### src/hw/cmb_pkg.sv
// constants shared by the message buffer store and its receive fifo
package cmb_pkg;
  // ************************************************************
  // structure sizes
  // ************************************************************
  localparam int NUM_TX    = 3;   // transmit buffers
  localparam int WIN_WORDS = 4;   // words per buffer window
  localparam int RX_DEPTH  = 5;   // receive fifo stages
  localparam int ADDR_W    = 8;   // decoded address bits

  // ************************************************************
  // register byte offsets
  // ************************************************************
  localparam logic [7:0] OFS_CTRL  = 8'h00;
  localparam logic [7:0] OFS_TXFLG = 8'h04;
  localparam logic [7:0] OFS_TXSEL = 8'h08;
  localparam logic [7:0] OFS_ABORT_REQUEST_BIT = 8'h0C;
  localparam logic [7:0] OFS_ABORT_ACKNOWLEDGE_FLAG = 8'h10;
  localparam logic [7:0] OFS_RXFLG = 8'h14;
  localparam logic [3:0] OFS_TXWIN = 4'h2;  // upper nibble, 0x20..0x2C
  localparam logic [3:0] OFS_RXWIN = 4'h3;  // upper nibble, 0x30..0x3C

  // ************************************************************
  // field positions and reset values
  // ************************************************************
  localparam int CTRL_LOOP_BIT  = 0;
  localparam int CTRL_TXIE_LSB  = 1;
  localparam int CTRL_RXIE_BIT  = 4;
  localparam int CTRL_OVRIE_BIT = 5;
  localparam int RXFLG_RXF_BIT  = 0;
  localparam int RXFLG_OVR_BIT  = 1;
  localparam int W3_DLC_LSB     = 0;   // last window word: length code
  localparam int W3_LOCAL_PRIORITY_LSB    = 8;   // last window word: local priority
  localparam int W3_STAMP_LSB   = 16;  // last window word: time stamp
  localparam logic [1:0]  LAST_WORD    = 2'h3;
  localparam logic [31:0] STAMP_MASK   = 32'hFFFF0000;
  localparam logic [2:0]  TXE_RESET    = 3'h7;
  localparam logic [2:0]  TX_NONE      = 3'h0;
  localparam logic [31:0] ZERO_WORD    = 32'h00000000;
  localparam int          HTRANS_ACT   = 1;  // htrans[1] marks nonseq/seq
endpackage

### src/hw/cmb_msg_store.sv
// can message buffer store: tx buffers, arbitration, abort, rx fifo, ahb regs
//
// The placing of the registers and the AHB-Lite register port were chosen for this implementation.
`timescale 1ns/1ps
`default_nettype none
module cmb_msg_store #(
  parameter int RX_DEPTH = cmb_pkg::RX_DEPTH
) (
  input  wire logic                           hclk,
  input  wire logic                           hresetn,
  // ahb-lite slave
  input  wire logic                           hsel,
  input  wire logic [31:0]                    haddr,
  input  wire logic [1:0]                     htrans,
  input  wire logic                           hwrite,
  input  wire logic [2:0]                     hsize,
  input  wire logic [31:0]                    hwdata,
  input  wire logic                           hready,
  output logic                                hreadyout,
  output logic      [31:0]                    hrdata,
  output logic                                hresp,
  // transmit side
  input  wire logic                           arb_req,
  output logic                                tx_grant_valid,
  output logic      [1:0]                     tx_grant_index,
  input  wire logic [1:0]                     tx_word_addr,
  output logic      [31:0]                    tx_word_data,
  input  wire logic                           tx_done,
  input  wire logic                           tx_error,
  input  wire logic                           tx_lost,
  input  wire logic [15:0]                    tx_stamp,
  // receive side
  input  wire logic                           rx_wr_valid,
  input  wire logic [1:0]                     rx_wr_addr,
  input  wire logic [31:0]                    rx_wr_data,
  input  wire logic                           rx_commit,
  output logic                                rx_ack_allow,
  // interrupt levels
  output logic                                tx_irq,
  output logic                                rx_irq,
  output logic                                err_irq
);
  import cmb_pkg::*;

  // push and pop must overlap in one fifo
  if (RX_DEPTH < 2) begin : g_chk
    $error("cmb_msg_store: receive fifo needs at least 2 stages");
  end

  // two index bits serve four buffers at most
  if (NUM_TX > 4) begin : g_tx_chk
    $error("cmb_msg_store: grant index too narrow");
  end

  // ************************************************************
  // state
  // ************************************************************
  typedef struct packed {
    // control fields
    logic                                     loop;
    logic [NUM_TX-1:0]                        txie;
    logic                                     rxie;
    logic                                     ovrie;
    // transmit flags, receive overrun flag and transmit buffers
    logic [NUM_TX-1:0]                        txe;
    logic [NUM_TX-1:0]                        sel;
    logic [NUM_TX-1:0]                        abort_request_bit;
    logic [NUM_TX-1:0]                        abort_acknowledge_flag;
    logic                                     ovr;
    logic [NUM_TX-1:0][WIN_WORDS-1:0][31:0]   txbuf;
    // grant and bus pipe
    logic                                     active;
    logic [1:0]                               idx;
    logic [31:0]                              tx_word;
    logic                                     dph_wr;
    logic [ADDR_W-1:0]                        dph_addr;
    logic [31:0]                              rdata;
  } cmb_state_t;

  // registered state and next value
  cmb_state_t                 s_reg;
  cmb_state_t                 s_next;

  // bus and fifo strobes
  logic                       take;
  logic                       pop;
  logic                       push;

  // fifo status
  logic                       rx_empty;
  logic                       rx_full;
  logic                       rx_ovr;
  logic [WIN_WORDS*32-1:0]    fg_data;

  // transmit selection
  logic [1:0]                 sel_idx;
  logic [1:0]                 best;
  logic [ADDR_W-1:0]          a_addr;

  // ************************************************************
  // helpers
  // ************************************************************
  // lowest set bit only, so a multi-bit select write picks one buffer
  function automatic logic [NUM_TX-1:0] first_one(input logic [NUM_TX-1:0] v);
    first_one = v & (~v + 1'b1);
  endfunction

  // index of a one-hot select, zero when none
  function automatic logic [1:0] onehot_idx(input logic [NUM_TX-1:0] v);
    onehot_idx = 2'h0;
    for (int i = NUM_TX - 1; i >= 0; i--) begin
      if (v[i]) begin
        onehot_idx = 2'(i);
      end
    end
  endfunction

  // strict less keeps the lower index on a priority tie
  function automatic logic [1:0] pick_best(input logic [NUM_TX-1:0] pend,
                                           input cmb_state_t st);
    logic [7:0] bp;
    logic       found;
    pick_best = 2'h0;
    bp        = 8'hFF;
    found     = 1'b0;
    for (int i = 0; i < NUM_TX; i++) begin
      if (pend[i] && (!found || st.txbuf[i][LAST_WORD][W3_LOCAL_PRIORITY_LSB +: 8] < bp)) begin
        pick_best = 2'(i);
        bp        = st.txbuf[i][LAST_WORD][W3_LOCAL_PRIORITY_LSB +: 8];
        found     = 1'b1;
      end
    end
  endfunction

  // decoded select and arbitration winner
  assign sel_idx = onehot_idx(s_reg.sel);
  assign best    = pick_best(~s_reg.txe, s_reg);
  assign a_addr  = {haddr[ADDR_W-1:2], 2'b00};

  // ************************************************************
  // next state: bus writes first, hardware events after so sets win
  // ************************************************************
  always_comb begin
    s_next = s_reg;
    pop    = 1'b0;
    push   = 1'b0;
    take   = hsel && hready && htrans[HTRANS_ACT];

    // address phase: latch for a write, prepare read data now
    s_next.dph_wr   = take && hwrite;
    s_next.dph_addr = a_addr;
    if (take && !hwrite) begin
      s_next.rdata = ZERO_WORD;  // unmapped offsets read zero
      // windows first, then the flat map
      if (a_addr[7:4] == OFS_TXWIN) begin
        if ((s_reg.sel & s_reg.txe) != TX_NONE) begin
          s_next.rdata = s_reg.txbuf[sel_idx][a_addr[3:2]];
        end
      end else if (a_addr[7:4] == OFS_RXWIN) begin
        if (!rx_empty) begin
          s_next.rdata = fg_data[a_addr[3:2]*32 +: 32];
        end
      end else begin
        // control and flag registers
        unique case (a_addr)
          OFS_CTRL: begin
            s_next.rdata[CTRL_LOOP_BIT]                 = s_reg.loop;
            s_next.rdata[CTRL_TXIE_LSB +: NUM_TX]       = s_reg.txie;
            s_next.rdata[CTRL_RXIE_BIT]                 = s_reg.rxie;
            s_next.rdata[CTRL_OVRIE_BIT]                = s_reg.ovrie;
          end
          OFS_TXFLG: s_next.rdata[NUM_TX-1:0] = s_reg.txe;
          OFS_TXSEL: s_next.rdata[NUM_TX-1:0] = s_reg.sel;
          OFS_ABORT_REQUEST_BIT: s_next.rdata[NUM_TX-1:0] = s_reg.abort_request_bit;
          OFS_ABORT_ACKNOWLEDGE_FLAG: s_next.rdata[NUM_TX-1:0] = s_reg.abort_acknowledge_flag;
          OFS_RXFLG: begin
            s_next.rdata[RXFLG_RXF_BIT] = !rx_empty;
            s_next.rdata[RXFLG_OVR_BIT] = s_reg.ovr;
          end
          default: s_next.rdata = ZERO_WORD;
        endcase
      end
    end

    // data phase of a write
    if (s_reg.dph_wr) begin
      if (s_reg.dph_addr[7:4] == OFS_TXWIN) begin
        // loading only while the selected buffer is still empty
        if ((s_reg.sel & s_reg.txe) != TX_NONE) begin
          if (s_reg.dph_addr[3:2] == LAST_WORD) begin
            // stamp half stays controller owned
            s_next.txbuf[sel_idx][LAST_WORD] =
              (hwdata & ~STAMP_MASK) | (s_reg.txbuf[sel_idx][LAST_WORD] & STAMP_MASK);
          end else begin
            s_next.txbuf[sel_idx][s_reg.dph_addr[3:2]] = hwdata;
          end
        end
      end else begin
        // control and flag registers
        unique case (s_reg.dph_addr)
          OFS_CTRL: begin
            s_next.loop  = hwdata[CTRL_LOOP_BIT];
            s_next.txie  = hwdata[CTRL_TXIE_LSB +: NUM_TX];
            s_next.rxie  = hwdata[CTRL_RXIE_BIT];
            s_next.ovrie = hwdata[CTRL_OVRIE_BIT];
          end
          OFS_TXFLG: begin
            // writing one schedules the buffer and drops the old ack
            s_next.txe   = s_reg.txe & ~hwdata[NUM_TX-1:0];
            s_next.abort_acknowledge_flag = s_reg.abort_acknowledge_flag & ~(hwdata[NUM_TX-1:0] & s_reg.txe);
          end
          // select lands on an empty buffer only
          OFS_TXSEL: s_next.sel = first_one(hwdata[NUM_TX-1:0] & s_reg.txe);
          OFS_ABORT_REQUEST_BIT: s_next.abort_request_bit = s_reg.abort_request_bit | (hwdata[NUM_TX-1:0] & ~s_reg.txe);
          OFS_RXFLG: begin
            pop = hwdata[RXFLG_RXF_BIT] && !rx_empty;
            if (hwdata[RXFLG_OVR_BIT]) begin
              s_next.ovr = 1'b0;
            end
          end
          default: ;
        endcase
      end
    end

    // abort grant for pending buffers not on the wire
    for (int i = 0; i < NUM_TX; i++) begin
      if (s_reg.abort_request_bit[i] && !s_reg.txe[i] && !(s_reg.active && s_reg.idx == 2'(i))) begin
        s_next.txe[i]   = 1'b1;
        s_next.abort_acknowledge_flag[i] = 1'b1;
      end
    end

    // arbitration point before start of frame, rerun every time
    if (arb_req && !s_reg.active && (~s_reg.txe != TX_NONE)) begin
      s_next.active = 1'b1;
      s_next.idx    = best;
    end

    // end of a transmission
    if (s_reg.active && tx_done) begin
      s_next.txe[s_reg.idx]   = 1'b1;
      s_next.abort_acknowledge_flag[s_reg.idx] = 1'b0;
      // stamp only for frames that went out
      s_next.txbuf[s_reg.idx][LAST_WORD][W3_STAMP_LSB +: 16] = tx_stamp;
      s_next.active           = 1'b0;
    end else if (s_reg.active && (tx_error || tx_lost)) begin
      // buffer stays pending and competes again at the next arbitration
      s_next.active = 1'b0;
    end

    // a released buffer keeps no stale abort request
    s_next.abort_request_bit = s_next.abort_request_bit & ~s_next.txe;

    // frame data toward the bit engine, one word per request
    s_next.tx_word = s_reg.txbuf[s_reg.idx][tx_word_addr];

    // receive: own frames only go in under loopback
    push = rx_commit && (s_reg.loop || !s_reg.active);

    // dropped frame; set beats a host clear
    if (rx_ovr) begin
      s_next.ovr = 1'b1;
    end
  end

  // ************************************************************
  // state register
  // ************************************************************
  always_ff @(posedge hclk or negedge hresetn) begin
    if (!hresetn) begin
      s_reg     <= '0;
      s_reg.txe <= TXE_RESET;
    end else begin
      s_reg <= s_next;
    end
  end

  // ************************************************************
  // receive fifo
  // ************************************************************
  // background writes go on even while full, transmit is untouched
  cmb_rx_fifo #(
    .DEPTH (RX_DEPTH),
    .WORDS (WIN_WORDS)
  ) u_rx_fifo (
    .hclk        (hclk),
    .hresetn     (hresetn),
    .bg_wr_valid (rx_wr_valid),
    .bg_wr_addr  (rx_wr_addr),
    .bg_wr_data  (rx_wr_data),
    .push        (push),
    .pop         (pop),
    .fg_data     (fg_data),
    .empty       (rx_empty),
    .full        (rx_full),
    .overrun     (rx_ovr)
  );

  // ************************************************************
  // outputs
  // ************************************************************
  // bus slave never stalls
  assign hreadyout      = 1'b1;  // zero wait states
  assign hresp          = 1'b0;  // always okay
  assign hrdata         = s_reg.rdata;

  // grant and frame words
  assign tx_grant_valid = s_reg.active;
  assign tx_grant_index = s_reg.idx;
  assign tx_word_data   = s_reg.tx_word;

  // no ack for own frames unless loopback is on
  assign rx_ack_allow   = s_reg.loop || !s_reg.active;

  // request levels for the system interrupt controller
  assign tx_irq         = |(s_reg.txe & s_reg.txie);
  assign rx_irq         = s_reg.rxie && !rx_empty;
  assign err_irq        = s_reg.ovrie && s_reg.ovr && !rx_full ? 1'b1 :
                          (s_reg.ovrie && s_reg.ovr);
endmodule
`default_nettype wire

### src/hw/cmb_rx_fifo.sv
// receive fifo with one background buffer and a foreground head entry
`timescale 1ns/1ps
`default_nettype none
module cmb_rx_fifo #(
  parameter int DEPTH = 5,
  parameter int WORDS = 4
) (
  input  wire logic                       hclk,
  input  wire logic                       hresetn,
  input  wire logic                       bg_wr_valid,
  input  wire logic [$clog2(WORDS)-1:0]   bg_wr_addr,
  input  wire logic [31:0]                bg_wr_data,
  input  wire logic                       push,
  input  wire logic                       pop,
  output logic      [WORDS*32-1:0]        fg_data,
  output logic                            empty,
  output logic                            full,
  output logic                            overrun
);
  localparam int PW = $clog2(DEPTH);
  localparam int CW = $clog2(DEPTH + 1);
  localparam logic [CW-1:0] CNT_FULL = CW'(DEPTH);
  localparam logic [PW-1:0] PTR_LAST = PW'(DEPTH - 1);

  if (DEPTH < 2 || WORDS < 2) begin : g_chk
    $error("cmb_rx_fifo: depth and words must be at least 2");
  end

  typedef struct packed {
    logic [DEPTH-1:0][WORDS*32-1:0] mem;
    logic [WORDS-1:0][31:0]         bg;
    logic [PW-1:0]                  wptr;
    logic [PW-1:0]                  rptr;
    logic [CW-1:0]                  count;
  } cmb_fifo_t;

  cmb_fifo_t s_reg;
  cmb_fifo_t s_next;
  logic      do_push;
  logic      do_pop;

  // pointer advance with wrap at the last stage
  function automatic logic [PW-1:0] next_ptr(input logic [PW-1:0] p);
    next_ptr = (p == PTR_LAST) ? '0 : PW'(p + 1'b1);
  endfunction

  // ************************************************************
  // next state
  // ************************************************************
  always_comb begin
    s_next  = s_reg;
    do_pop  = pop && (s_reg.count != '0);
    // a stage freed this cycle is usable by a push in the same cycle
    do_push = push && ((s_reg.count != CNT_FULL) || do_pop);
    if (bg_wr_valid) begin
      s_next.bg[bg_wr_addr] = bg_wr_data;  // bad frames simply get overwritten
    end
    if (do_push) begin
      s_next.mem[s_reg.wptr] = s_reg.bg;
      s_next.wptr            = next_ptr(s_reg.wptr);
    end
    if (do_pop) begin
      s_next.rptr = next_ptr(s_reg.rptr);
    end
    if (do_push && !do_pop) begin
      s_next.count = CW'(s_reg.count + 1'b1);
    end else if (do_pop && !do_push) begin
      s_next.count = CW'(s_reg.count - 1'b1);
    end
  end

  // state register
  always_ff @(posedge hclk or negedge hresetn) begin
    if (!hresetn) begin
      s_reg <= '0;
    end else begin
      s_reg <= s_next;
    end
  end

  // head entry and status
  assign fg_data = s_reg.mem[s_reg.rptr];
  assign empty   = (s_reg.count == '0);
  assign full    = (s_reg.count == CNT_FULL);
  assign overrun = push && !do_push;  // accepted frame but no stage free
endmodule
`default_nettype wire

### config.mk
export PLATFORM = sky130hd
export DESIGN_NAME = cmb_msg_store
export DESIGN_NICKNAME = d
export VERILOG_FILES = /design/src/hw/cmb_pkg.sv /design/src/hw/cmb_msg_store.sv /design/src/hw/cmb_rx_fifo.sv
export SDC_FILE = /design/constraint.sdc
export NUM_CORES = 2
export LEC_CHECK = 0
export BUFFER_PORTS_ARGS = -buffer_cell sky130_fd_sc_hd__buf_4
export CELL_PAD_IN_SITES_DETAIL_PLACEMENT = 1
export CELL_PAD_IN_SITES_GLOBAL_PLACEMENT = 1
export CORE_UTILIZATION = 35
export DETAILED_ROUTE_END_ITERATION = 6
export PLACE_DENSITY = 0.6
export SYNTH_ARGS = -nofsm -noshare
export SYNTH_HDL_FRONTEND = slang
export SYNTH_SLANG_ARGS = --single-unit
### constraint.sdc
create_clock -name hclk -period 4.44 [get_ports hclk]
set_input_delay 0.666 -clock hclk [delete_from_list [all_inputs] [get_ports hclk]]
set_output_delay 0.666 -clock hclk [all_outputs]
set_load 0.01 [all_outputs]
==> impl_metrics.yaml <==
run_status:
  outcome: "completed"
synthesis:
  yosysUniqueCellTypes: 75
  synth_top_area_cell: "dfrtp_1"
  synth.top_cell.area_share_pct: 52.8
  syn_area_per_cell_sq_um: 13.7
  synth_nets: 4466
  yosysWarnings: 0
  yosysMostFrequentCell: "dfrtp_1"
  synth_area_sq_um: 59300
  syn_inst: 4314
  async_flop_share_pct: 100
  ys_top_cells_by_count: "dfrtp_1, mux2_2, mux2_1"
  synth-edff-count: 0
  synthTopCellsByArea: "dfrtp_1, mux2_2, mux2_1, mux4_2, mux2i_1"
  yosysSeqAreaShare_pct: 52.9
  ys_ff_latch: 1254
  ys.flop_type: "dfrtp_1"
worst_setup_path:
  cp.arrival_ps: 4290
  worst-setup-path-type: "reg -> reg"
  cp_max_fo: 15
  reg2reg_slack_ps: 820
  cp_cell_sequence: "nor2_1 > ha_1 > a211oi_1 > nor2_1 > or3_1 > o21ai_1 > buf_4 > a21oi_1 > ha_1 > nand3_1 > or2_2 > nor4_1 > a2bb2oi_1 > a32oi_1 > o21ai_0"
  worst-r2r-cell-count: 15
  rr_endpoint: "tx_grant_index[1]$_DFFE_PN0P_"
  start_kind: "flip-flop"
  slowest_delay_ps: 660
  cp_slowest_cell: "dfstp_2"
  worst_setup_path_end_kind: "flip-flop"
  reg2reg_from: "s_reg[470]$_DFF_PN1_"
  critPathRequiredTime_ps: 5110
sta:
  setup_tns_ps: 0
  rsz0062_at_grt: "no"
  whs_ps: 109
  fin_crit_sh_pct: 81.5
  slew_viol_final: 0
  worst_pin_slew_ps: 1070
  finalClockSkew_ps: 30.6
  finalSetupViolCount: 0
  hold_violations: 0
  period_needed_ps: 3620
  clock.fmax_ghz: 0.276
  relSlewSlack_pct: 28.9
drt:
  wl_per_cell_um: 27.0
  drcViolationCount: 0
  vias: 36920
  wl_um: 180000
  dr.pass1.iters: 5
  avgViaCountPerCell: 5.51
  drtIter0Drc: 2299
  ant_nets: 0
cts:
  clk_latency_ps: 820
  cts_buffers: 146
  cts_tree: "yes"
  clk_pin_slew_worst_paths_ps: 60
  numClockSinks: 1254
  cts.path.max_buffers: 3
  cts_root_buf: "clkbuf_16"
  cts_max_level: 4
  cts_resized: 0
die:
  initial_core_util_pct: 35.4
  num_rows: 150
  dieArea_sq_um: 171000
  core_area_sq_um: 168000
  ios: 205
  dieWidth_um: 414
  die_height_um: 414
global_routing:
  antenna_found_initial: 14
  grt_start_max_net_pins: 176
  overflow: 0
  grt_pass1_vias: 39988
  grt_usage_pct: 21.6
  grt_pass1_wl_um: 275000
finish:
  fin_nets: 4530
  stdcell_count: 6695
  fillers: 17050
  largest_reg_flops: 777
  area_growth_pct: 14.1
  drive_gt1_share_pct: 32.8
worst_hold_path:
  whs_path_depth: 2
  hold_end: "u_rx_fifo.s_reg[111]$_DFFE_PN0P_"
  hold_class: "in -> reg"
  min_from: "rx_wr_data[6]"
pwr:
  power_switching_mw: 11.7
  p_seq_share_pct: 44.7
  combPwrFrac_pct: 24.0
  power_density_nw_per_um2: 576
  p_int_mw: 27.3
  pwr-share-clk_pct: 31.3
  netSwitchingFraction_pct: 29.9
  ir_worst_vdd_mv: 0.377
  p_leak_nw: 29.0
job:
  maxCapViolCount: 0
place:
  hpwl_um: 110000
  place.gp.congestion: 0.807
  io_buffers: 172
  dpl.cell_count: 6428
[critical path, delay by kind of cell, from the launching register on]
family	cells	cell delay, ps
AO/OA/AOI/OAI	6	930
buffers and inverters	1	220
adder cells (fa/ha/maj)	2	600
flip-flops	1	660
AND/OR/NAND/NOR	6	1090
[cell families after synthesis]
family | share of synthesized area [%]
and+or+nand+nor | 4.12
DFF | 52.9
AOI/OAI and AO/OA | 5.17
other | 0.0127
muxes | 33.6
xor gates and xnor gates | 0.0443
adders and majority gates | 0.435
buffers and inverters | 3.69
[through the flow]
step	area, sq um	total power [mW]	utilization [%]	worst slack, ps
after global routing	67700	41.2	40.4	424
final	67700	39.0	40.4	820
after floorplan	59300	23.9	-	498
after detailed placement	62700	27.1	37.4	819
after CTS	67700	39.5	40.4	793
after global placement	62700	26.6	37.4	739
[area by class of cell]
class | instances | area [sq um] | area share (%)
diodes | 2 | 5.00 | 0.00740
well taps | 2204 | 2760 | 4.08
clock buffers | 224 | 4370 | 6.46
inverters | 18 | 68.8 | 0.102
flip-flops and latches | 1254 | 31400 | 46.4
multi-input cells | 2652 | 25900 | 38.2
clock inverters | 35 | 505 | 0.747
repair buffers | 306 | 2680 | 3.97
[what timing repair did]
| action | CTS | global route |
|---|---|---|
| hold endpoints to repair | 50 | 0 |
| buffers inserted | 0 | 0 |
| hold buffers | 6 | 0 |
[layer usage]
layer | global-route usage [%] | share of wire [%] | routed length, um
met2 | 34.6 | 47 | 85500
met5 | 0 | 0.027 | 49
met1 | 30.3 | 47 | 84100
met3 | 3.09 | 3.4 | 6230
met4 | 6.09 | 2.5 | 4580
[power groups by stage]
| stage | clock, mW | sequential (mW) | combinational [mW] |
|---|---|---|---|
| 2_1_floorplan | 0 | 16.5 | 7.44 |
| 3_3_place_gp | 0 | 17.4 | 9.18 |
| 3_5_place_dp | 0 | 17.6 | 9.46 |
| 4_1_cts | 12.5 | 17.4 | 9.50 |
| 5_1_grt | 13.0 | 17.9 | 10.2 |
| 6_report | 12.2 | 17.4 | 9.35 |
[layout by cell type (no fill, tap or decap), types with 37 or more instances in the layout]
master     instances
dfrtp_1         1247
mux2_2           692
mux2_1           473
nand2_1          342
buf_4            270
mux2i_1          224
mux4_2           202
o21ai_0          189
clkbuf_16        149
a21oi_1           74
nor2_1            58
nand3_1           50
clkbuf_1          39
clkbuf_8          37
[worst max-delay path by stage]
stage                                          to                  from  depth (start not counted)  slack [ps]
floorplan           tx_grant_index[1]$_DFFE_PN0P_  s_reg[470]$_DFF_PN1_                         17         500
global placement    tx_grant_index[1]$_DFFE_PN0P_  s_reg[470]$_DFF_PN1_                         15         740
detailed placement  tx_grant_index[1]$_DFFE_PN0P_  s_reg[470]$_DFF_PN1_                         15         820
CTS                 tx_grant_index[1]$_DFFE_PN0P_  s_reg[470]$_DFF_PN1_                         15         790
global route        tx_grant_index[1]$_DFFE_PN0P_  s_reg[470]$_DFF_PN1_                         15         420
finish              tx_grant_index[1]$_DFFE_PN0P_  s_reg[470]$_DFF_PN1_                         15         820
Power figures use the tool's default switching activity.
